--- src/irbm_defines.vh ---
// register map and field layout of the interrupt batch read monitor
`ifndef IRBM_DEFINES_VH
`define IRBM_DEFINES_VH

`define IRBM_ADDR_W              8
`define IRBM_NUM_MON             13
`define IRBM_IDX_W               4

`define IRBM_SERIAL0_MON_OFS     8'h00
`define IRBM_SERIAL1_MON_OFS     8'h04
`define IRBM_SERIAL2_MON_OFS     8'h08
`define IRBM_SERIAL3_MON_OFS     8'h0c
`define IRBM_SERIAL4_RX_MON_OFS  8'h10
`define IRBM_SERIAL5_RX_MON_OFS  8'h14
`define IRBM_SERIAL6_RX_MON_OFS  8'h18
`define IRBM_SERIAL7_RX_MON_OFS  8'h1c
`define IRBM_SERIAL4_TS_MON_OFS  8'h20
`define IRBM_SERIAL5_TS_MON_OFS  8'h24
`define IRBM_SERIAL6_TS_MON_OFS  8'h28
`define IRBM_SERIAL7_TS_MON_OFS  8'h2c
`define IRBM_PULSE_GEN_MON_OFS   8'h30
`define IRBM_DMA_SELECT_OFS      8'h40
`define IRBM_IRQ_STATUS_OFS      8'h44
`define IRBM_IRQ_CLEAR_OFS       8'h48
`define IRBM_IRQ_ENABLE_OFS      8'h4c

`define IRBM_FULL_RX_BIT         0
`define IRBM_FULL_TX_BIT         1
`define IRBM_FULL_ST_BIT         2
`define IRBM_TS_TX_BIT           0
`define IRBM_TS_ST_BIT           1
`define IRBM_RX_ONLY_BIT         0
`define IRBM_PULSE_GEN_W         9

`define IRBM_DMA_RX_LSB          0
`define IRBM_DMA_TX_LSB          8
`define IRBM_DMA_SELECT_W        16

`define IRBM_DMA_SELECT_RESET    16'h0000
`define IRBM_IRQ_ENABLE_RESET    13'h0000
`define IRBM_IRQ_STATUS_RESET    13'h0000

`endif

--- src/irbm_monitor.v ---
// interrupt batch read monitor with apb register access
//
// Notes on behaviour
// four full monitors for vectors 31..34 show serial channels 0..3
// full monitor: bit 2 status, bit 1 transmit, bit 0 receive
// full monitor bits 31..3 always read zero
// a request steered to dma reads zero in its monitor
// receive monitors for vectors 35,37,58,60 show serial channels 4..7
// receive monitor: bit 0 receive pending, bits 31..1 zero
// transmit/status monitors for vectors 36,38,59,61 show channels 4..7
// transmit/status monitor: bit 1 status, bit 0 transmit, rest zero
// one monitor for vector 39 gathers nine pulse generator requests
// pulse monitor bits 8..0 are channels 20,18,16,12,10,8,4,2,0
// monitor bits follow live request levels; writes to monitors ignored
`timescale 1ns/1ps
`default_nettype none
`include "irbm_defines.vh"

module irbm_monitor (
  input  wire        pclk,
  input  wire        presetn,
  input  wire        pclken,
  input  wire        psel,
  input  wire        penable,
  input  wire        pwrite,
  input  wire [31:0] paddr,
  input  wire [31:0] pwdata,
  output reg  [31:0] prdata,
  output reg         pready,
  output reg         pslverr,
  input  wire [7:0]  serial_rx_req,
  input  wire [7:0]  serial_tx_req,
  input  wire [7:0]  serial_st_req,
  input  wire [8:0]  pulse_gen_request_bits,
  output reg  [7:0]  serial_rx_dma_req,
  output reg  [7:0]  serial_tx_dma_req,
  output reg         irq
);

  reg  [15:0] dma_request_select;
  reg  [12:0] irq_status;
  reg  [12:0] irq_enable;
  reg  [12:0] pend_prev;

  wire [7:0]  rx_int;
  wire [7:0]  tx_int;
  wire [31:0] mon [0:12];
  wire [12:0] pend;

  // dma-steered requests are hidden from the interrupt view
  assign rx_int = serial_rx_req &
    ~dma_request_select[`IRBM_DMA_RX_LSB +: 8];
  assign tx_int = serial_tx_req &
    ~dma_request_select[`IRBM_DMA_TX_LSB +: 8];

  genvar i;
  generate
    for (i = 0; i < 4; i = i + 1) begin : g_full
      // channels 0..3 carry all three requests
      assign mon[i] = {29'h0000000,
                       serial_st_req[i],
                       tx_int[i],
                       rx_int[i]};  // see see
    end
    for (i = 0; i < 4; i = i + 1) begin : g_split
      assign mon[4 + i] = {31'h00000000,
                           rx_int[4 + i]};  // see
      assign mon[8 + i] = {30'h00000000,
                           serial_st_req[4 + i],
                           tx_int[4 + i]};  // see
    end
    for (i = 0; i < `IRBM_NUM_MON; i = i + 1) begin : g_pend
      assign pend[i] = |mon[i];
    end
  endgenerate

  // input already ordered 20,18,16,12,10,8,4,2,0 from msb down
  assign mon[12] = {23'h000000,
                    pulse_gen_request_bits};  // see

  // decode of the monitor window, used by read path
  function [4:0] mon_index;
    input [`IRBM_ADDR_W-1:0] a;
    begin
      case (a)
        `IRBM_SERIAL0_MON_OFS:    mon_index = 5'h10;
        `IRBM_SERIAL1_MON_OFS:    mon_index = 5'h11;
        `IRBM_SERIAL2_MON_OFS:    mon_index = 5'h12;
        `IRBM_SERIAL3_MON_OFS:    mon_index = 5'h13;
        `IRBM_SERIAL4_RX_MON_OFS: mon_index = 5'h14;
        `IRBM_SERIAL5_RX_MON_OFS: mon_index = 5'h15;
        `IRBM_SERIAL6_RX_MON_OFS: mon_index = 5'h16;
        `IRBM_SERIAL7_RX_MON_OFS: mon_index = 5'h17;
        `IRBM_SERIAL4_TS_MON_OFS: mon_index = 5'h18;
        `IRBM_SERIAL5_TS_MON_OFS: mon_index = 5'h19;
        `IRBM_SERIAL6_TS_MON_OFS: mon_index = 5'h1a;
        `IRBM_SERIAL7_TS_MON_OFS: mon_index = 5'h1b;
        `IRBM_PULSE_GEN_MON_OFS:  mon_index = 5'h1c;
        default:                  mon_index = 5'h00;
      endcase
    end
  endfunction

  wire                    setup;
  wire                    hi_ok;
  wire [`IRBM_ADDR_W-1:0] a8;
  wire [4:0]              midx;
  wire                    is_dma;
  wire                    is_stat;
  wire                    is_clr;
  wire                    is_en;
  wire                    mapped;
  wire                    wr_en;
  wire                    clr_hit;

  // answer in the first access cycle: setup is seen, flops load at once
  assign setup   = psel & ~penable & ~pready;
  assign hi_ok   = (paddr[31:`IRBM_ADDR_W] == 24'h000000);
  assign a8      = paddr[`IRBM_ADDR_W-1:0];
  assign midx    = mon_index(a8);
  assign is_dma  = hi_ok & (a8 == `IRBM_DMA_SELECT_OFS);
  assign is_stat = hi_ok & (a8 == `IRBM_IRQ_STATUS_OFS);
  assign is_clr  = hi_ok & (a8 == `IRBM_IRQ_CLEAR_OFS);
  assign is_en   = hi_ok & (a8 == `IRBM_IRQ_ENABLE_OFS);
  assign mapped  = (hi_ok & midx[4]) | is_dma | is_stat | is_clr | is_en;
  // writes commit at the access edge, the one where the master sees pready
  assign wr_en   = pclken & psel & penable & pready & pwrite;
  assign clr_hit = wr_en & is_clr;

  reg [31:0] next_prdata;

  always @* begin
    next_prdata = 32'h00000000;
    if (!pwrite) begin
      if (hi_ok & midx[4]) begin
        next_prdata = mon[midx[3:0]];
      end else if (is_dma) begin
        next_prdata = {16'h0000, dma_request_select};
      end else if (is_stat) begin
        next_prdata = {19'h00000, irq_status};
      end else if (is_en) begin
        next_prdata = {19'h00000, irq_enable};
      end
    end
  end

  always @(posedge pclk or negedge presetn) begin
    if (!presetn) begin
      prdata  <= 32'h00000000;
      pready  <= 1'b0;
      pslverr <= 1'b0;
    end else if (pclken) begin
      pready  <= setup;
      pslverr <= setup & ~mapped;
      if (setup) begin
        prdata <= next_prdata;
      end
    end
  end

  // monitors take no write: only the control words decode a write
  always @(posedge pclk or negedge presetn) begin
    if (!presetn) begin
      dma_request_select <= `IRBM_DMA_SELECT_RESET;
      irq_enable         <= `IRBM_IRQ_ENABLE_RESET;
    end else if (wr_en) begin
      if (is_dma) begin
        dma_request_select <= pwdata[`IRBM_DMA_SELECT_W-1:0];
      end
      if (is_en) begin
        irq_enable <= pwdata[`IRBM_NUM_MON-1:0];
      end
    end
  end

  // a monitor turning non-empty is an event; set beats a same-cycle clear
  always @(posedge pclk or negedge presetn) begin
    if (!presetn) begin
      pend_prev  <= 13'h0000;
      irq_status <= `IRBM_IRQ_STATUS_RESET;
      irq        <= 1'b0;
    end else if (pclken) begin
      pend_prev  <= pend;
      irq_status <= (irq_status &
                     ~(clr_hit ? pwdata[12:0] : 13'h0000)) |
                    (pend & ~pend_prev);
      irq        <= |(irq_status & irq_enable);
    end
  end

  // steered requests go out as dma requests, one flop late
  always @(posedge pclk or negedge presetn) begin
    if (!presetn) begin
      serial_rx_dma_req <= 8'h00;
      serial_tx_dma_req <= 8'h00;
    end else if (pclken) begin
      serial_rx_dma_req <= serial_rx_req &
        dma_request_select[`IRBM_DMA_RX_LSB +: 8];
      serial_tx_dma_req <= serial_tx_req &
        dma_request_select[`IRBM_DMA_TX_LSB +: 8];
    end
  end

endmodule
`default_nettype wire

--- config.mk ---
export PLATFORM = sky130hd
export DESIGN_NAME = irbm_monitor
export DESIGN_NICKNAME = d
export VERILOG_FILES = /design/src/irbm_monitor.v
export VERILOG_INCLUDE_DIRS = /design/src
export SDC_FILE = /design/constraint.sdc
export NUM_CORES = 1
export LEC_CHECK = 0
export BUFFER_PORTS_ARGS = -buffer_cell sky130_fd_sc_hd__buf_2
export CAP_MARGIN = 10
export CORE_UTILIZATION = 51
export CTS_CLUSTER_DIAMETER = 40
export DETAILED_ROUTE_END_ITERATION = 10
export HOLD_SLACK_MARGIN = 0.1
export PLACE_DENSITY = 0.8
export SYNTH_ARGS = -nofsm -noshare
export SYNTH_HDL_FRONTEND = slang
export SYNTH_SLANG_ARGS = --single-unit
--- constraint.sdc ---
create_clock -name pclk -period 2.2 [get_ports pclk]
set_input_delay 0.11 -clock pclk [delete_from_list [all_inputs] [get_ports pclk]]
set_output_delay 0.11 -clock pclk [all_outputs]
set_load 0.1 [all_outputs]
== Word level (Yosys, flattened, before mapping) ==
Memory sizes are Yosys's and may differ from the RTL's.
Cells that the tools add are included.

* Flip-flop bits (word level): 106
* Bits in read-only memories: 320
* Input port bits: 103
* Logic and storage cells: 74
* Memories kept: 1

{| class="wikitable"
|+ Memories
! memory !! depth !! bits a word !! read ports !! clocked after memory_dff !! write ports !! RTL line !! source
|-
| (no name shown) || 64 || 5 || 1 || 0 || 0 || irbm_monitor.v:85 || <nowiki>case (a)</nowiki>
|}

* $lt $le $gt $ge: 1
* Eq/ne operators: 4
* Mux-type cells: 10
* Bitwise operators: 33
* Reductions and logical operators: 15

{| class="wikitable"
|+ Operator list
! kind !! number
|-
| $mux 32 || 5
|-
| $bmux 32 s4 || 1
|-
| $and 13x13->13 || 3
|-
| $mux 13 || 3
|-
| $and 8x8->8 || 4
|-
| $eq 8x7->1 const B || 4
|-
| $not 13->13 || 2
|-
| $logic_not 24->1 || 1
|-
| $not 8->8 || 2
|-
| $and 1x1->1 || 13
|-
| $or 13x13->13 || 1
|-
| $reduce_or 13->1 || 1
|-
| $reduce_or 3->1 || 4
|-
| $reduce_or 9->1 || 1
|-
| $reduce_or 2->1 || 4
|-
| $reduce_and 2->1 || 3
|-
| $ge 5x5->1 const B || 1
|-
| $mux 5 || 1
|-
| $not 4->5 || 1
|-
| $or 1x1->1 || 4
|-
| $not 1->1 || 3
|-
| $logic_not 2->1 || 1
|}

== Logic depth before layout (Yosys ltp) ==
* Depth after elaboration: 9
* Mapped depth: 8
* Gate-level depth less buffers: 6

== Worst setup path before layout ==
OpenSTA, ideal clock, no wires.

* Path kind: register to register
* Start point: register pready
* End point: register irq_status[8]
* Setup time: 0.122 ns
* Arrival time: 2.388 ns
* Data required time: 2.078 ns
* Path slack: -0.310 ns
* Cell stages (with the launch flop): 8
* Clock period less this slack: 2.510 ns
* Cells stage by stage: dfrtp_1 > nand3_1 > or3_1 > nor3b_1 > and4_1 > buf_2 > nand2_1 > a32o_1

* Word-level cells in the longest chain between the ends: 7

{| class="wikitable"
|+ RTL lines
! what !! RTL line !! source
|-
| start: declaration || irbm_monitor.v:29 || <nowiki>output reg pready,</nowiki>
|-
| start signal: assignment || irbm_monitor.v:153 || <nowiki>pready <= setup;</nowiki>
|-
| $and 1x1->1 (2 in a row) || irbm_monitor.v:127 || <nowiki>assign wr_en = pclken & psel & penable & pready & pwrite;</nowiki>
|-
| $and 1x1->1 || irbm_monitor.v:128 || <nowiki>assign clr_hit = wr_en & is_clr;</nowiki>
|-
| $mux 13 || irbm_monitor.v:185 || <nowiki>~(clr_hit ? pwdata[12:0] : 13'h0000)) |</nowiki>
|-
| $not 13->13 || irbm_monitor.v:185 ||
|-
| $and 13x13->13 || irbm_monitor.v:184 || <nowiki>irq_status <= (irq_status &</nowiki>
|-
| $or 13x13->13 || irbm_monitor.v:185 ||
|-
| end signal: assignment || irbm_monitor.v:180 || <nowiki>irq_status <= `IRBM_IRQ_STATUS_RESET;</nowiki>
|-
| end signal: assignment || irbm_monitor.v:184 ||
|-
| end: declaration || irbm_monitor.v:41 || <nowiki>reg [12:0] irq_status;</nowiki>
|}

Every way passes these cells.
A chain may end at the register's enable or synchronous reset.

== Worst setup path after layout ==
* Start point: input port pclken
* End point: register irq_status[6]

* Word-level cells in the longest chain between the ends: 9

{| class="wikitable"
|+ RTL lines
! what !! RTL line !! source
|-
| start: declaration || irbm_monitor.v:22 || <nowiki>input wire pclken,</nowiki>
|-
| $and 1x1->1 (4 in a row) || irbm_monitor.v:127 ||
|-
| $and 1x1->1 || irbm_monitor.v:128 ||
|-
| $mux 13 || irbm_monitor.v:185 ||
|-
| $not 13->13 || irbm_monitor.v:185 ||
|-
| $and 13x13->13 || irbm_monitor.v:184 ||
|-
| $or 13x13->13 || irbm_monitor.v:185 ||
|}

Several ways; a longest one is shown, not always the timed one.

==> metrics.md <==
| Metric | Value |
|---|---|
| Main synth FF type | `dfrtp_1` |
| Most common cell in the netlist | `dfrtp_1` |
| Worst slew margin | `55.1%` |
| R2R Path Start | `dma_request_select[14]$_DFFE_PN0P_` |
| N_diodes | `0` |
| Setup TNS | `0 ps` |
| Worst Path Arrival | `2220 ps` |
| Flops & latches, synth | `90` |
| Share of cells above drive strength 1 | `33.7%` |
| Worst Hold Launch | `pulse_gen_request_bits[1]` |
| Post-route setup slack | `229 ps` |
| Status | `finished with violations` |
| Synth area leaders | `dfrtp_1 (48%), mux2_2 (11%), o21ai_0 (3.2%)` |
| Critical path's largest stage delay | `roughly 520 ps` |
| Clock tree buffer depth | `2` |
| Port Buf Inserts | `around 120` |
| Violated checks | `design-rule violations` |
| Post-DRT Antenna Nets | `0` |
| Worst-case hold path end point | `prdata[1]$_DFFE_PN0P_` |
| FMAX | `0.507 GHz` |
| Total power | `3.53 mW` |
| Routed WL | `14,400 microns` |
| Clock transition at path regs | `80 ps` |
| P&R area growth vs syn | `28.9%` |
| Sequential-to-total area share from yosys stat | `47.6%` |
| P_leak | `2.85 nW` |
| Synth unique cells | `58` |
| Crit path launch type | `input port` |
| Final Non-Filler Cells | `738` |
| Number of synthesized flops with an enable pin | `0` |
| Fin nets | `around 730` |
| 1st-pass router iterations | `8` |
| Placed cell count | `680` |
| Initial antenna violation count | `0` |
| I/O pins | `154` |
| Die H | `98.3 microns` |
| Flop-to-flop setup slack | `290 ps` |
| Register Area | `2250 sq um` |
| Worst slack, placed | `48.8 ps` |
| Share of the synthesized area in the top cell type | `47.6%` |
| Worst Setup End Kind | `flop` |
| DRC | `17` |
| Worst Reg2Reg Path Length in Cells | `6` |
| Grt total ovfl | `0` |
| Slowest-stage cell, CP | `dlygate4sd3_1` |
| Tmin final | `1970 ps` |
| Multi-input gate area | `2190 sq um` |
| Hold WC Path Type | `input port to flop` |
| Slew Viols, Final | `0` |
| Leading area contributor after synthesis | `dfrtp_1` |
| Cell Area, Synth | `4730 sq um` |
| Max VDD drop | `just under 0.4 mV` |
| Fillers | `657` |
| Worst Path Required | `about 2500 ps` |
| Worst R2R End | `prdata[0]$_DFFE_PN0P_` |
| CTS sink cnt | `90` |
| Hold Vio Cnt, Final | `0` |
| Period utilisation layout | `89.6%` |
| Vias per cell | `5.98` |
| Final Wtd Congestion | `around 0.9` |
| H-tree depth | `3` |
| Worst Tran Pin Value | `673 ps` |
| RSZ-0062 raised after global routing | `no` |
| Synth warn | `0` |
| Commonest cells in the netlist | `dfrtp_1 (90), mux2_2 (46), nand2_1 (37)` |
| Root Buffer | `clkbuf_8` |
| Clock Skew | `7.79 ps` |
| Setup violations, final | `0` |
| Global-route wire length before repair | `22,500 microns` |
| Clk Latency, worst-skew pair | `360 ps` |
| Hold Crit Depth | `4` |
| PwrDens | `580 nW/um^2` |
| Core area | `~8800 sq um` |
| Fraction of registers with async set/reset | `100%` |
| CP Max Fanout | `13` |
| Largest net degree at the start of global routing | `67` |
| Die X | `approximately 100 microns` |
| HPWL after detailed placement | `10,200 microns` |
| Die area | `9660 sq um` |
| Routed wire per std cell | `19.5 microns` |
| Via count | `4,411` |
| GRT Util Overall | `31.1%` |
| Synthesized area per cell | `between 10 and 15 sq um` |
| Synth Instances | `463` |
| Post-route cell area | `6090 sq um` |
| DRT iter0 DRCs | `356` |
| CTS tree | `yes` |
| Critical-path cell list | `dlygate4sd3_1, buf_2, nand3_1, or3_1, nor3b_1, and4_1, buf_12, nand2_1, a32o_1` |
| Starting Density | `53.4%` |
| Vias in the first global route | `4,318` |
| Row count | `34` |
| DP Area | `5440 sq um` |
| Max_cap viols | `0` |
| Crit path kind | `input port to flop` |
| Total CTS buffers | `9` |
flip-flops by register name, indices dropped and copies added, names as in the netlist:
signal              cells
serial_tx_dma_req       8
irq_status             13
irq_enable             13
irq                     1
pslverr                 1
pend_prev              13
dma_request_select     16
pready                  1
prdata                 16
serial_rx_dma_req       8
power breakdown:
group          internal [mW]  leakage (nW)  switching, mW
clock network          0.663         0.112          0.581
registers               1.69          1.14         0.0222
logic                  0.192          1.59          0.389
per-stage QoR:
stage                     hold slack (ps)  utilization, %
after detailed placement              186            61.5
after floorplan                      -186               -
after CTS                             128            68.8
after global placement                175            61.5
final                                 145            68.9
after global routing                  149            68.9
metal layers:
metal | wire length, microns | up-vias | GRT usage (%)
met3 | 1240 | 54 | 7.87
li1 | - | 1970 | -
met4 | 617 | 0 | 13.1
met1 | 5560 | 2116 | 37.9
met5 | 0 | - | 0
met2 | 6980 | 271 | 52.5
area by class of cell:
class / count / share of cell area, %
clock buffer: 10 / 2.26
clock inverter: 5 / 1.29
inverter: 31 / 1.91
multi-input combinational: 317 / 35.9
sequential: 90 / 37.0
tap: 108 / 2.22
timing repair buffer: 177 / 19.5
timing repair:
item                       4_1_cts  5_1_grt
hold endpoints to repair       117        0
gates resized for setup          0        1
setup buffers                    0        0
setup endpoints to repair        0        1
hold buffers                    43        0
logic make-up (layout without fill, tap and decap cells):
family / count (synthesis) / in the layout / synth area share, %
AOI/OAI and AO/OA: 106 / 106 / 16.0
buffers and inverters: 71 / 223 / 7.41
DFF: 90 / 90 / 47.6
muxes: 54 / 54 / 12.8
other: 1 / 16 / 0.0793
and+or+nand+nor: 141 / 141 / 16.2
how the worst max path moves through the flow:
stage,startpoint,end,slack [ps],cells after the start
floorplan,pready$_DFFE_PN0P_,irq_status[8]$_DFFE_PN0P_,6,7
global placement,paddr[9],dma_request_select[4]$_DFFE_PN0P_,140,8
detailed placement,paddr[9],dma_request_select[2]$_DFFE_PN0P_,50,8
CTS,pclken,irq_status[6]$_DFFE_PN0P_,250,9
global route,pready$_DFFE_PN0P_,prdata[11]$_DFFE_PN0P_,130,6
finish,pclken,irq_status[6]$_DFFE_PN0P_,230,9
worst max-delay path: cells and delay by family:
kind | cells | cell delay (ps)
buf+inv | 3 | 870
simple gates | 5 | 1040
compound gates | 1 | 200
placed cells by master (no fill, tap or decap), types with 4 or more instances in the layout:
master	instances
a22oi_1	6
o21ai_1	6
buf_4	10
a221oi_1	12
dfrtp_1	89
conb_1	16
dlygate4sd3_1	43
inv_1	31
nand3_1	26
a32o_1	14
or3_1	4
nand2b_1	5
nand2_1	37
a21oi_1	14
o21ai_0	30
buf_2	120
mux2_2	46
nor2b_1	13
mux2_1	4
and3_1	4
nor2_1	17
a211oi_1	5
nor3_1	4
mux2i_1	4
buf_12	4
clkbuf_8	10
nor4_1	9
Power figures use the tool's default switching activity.
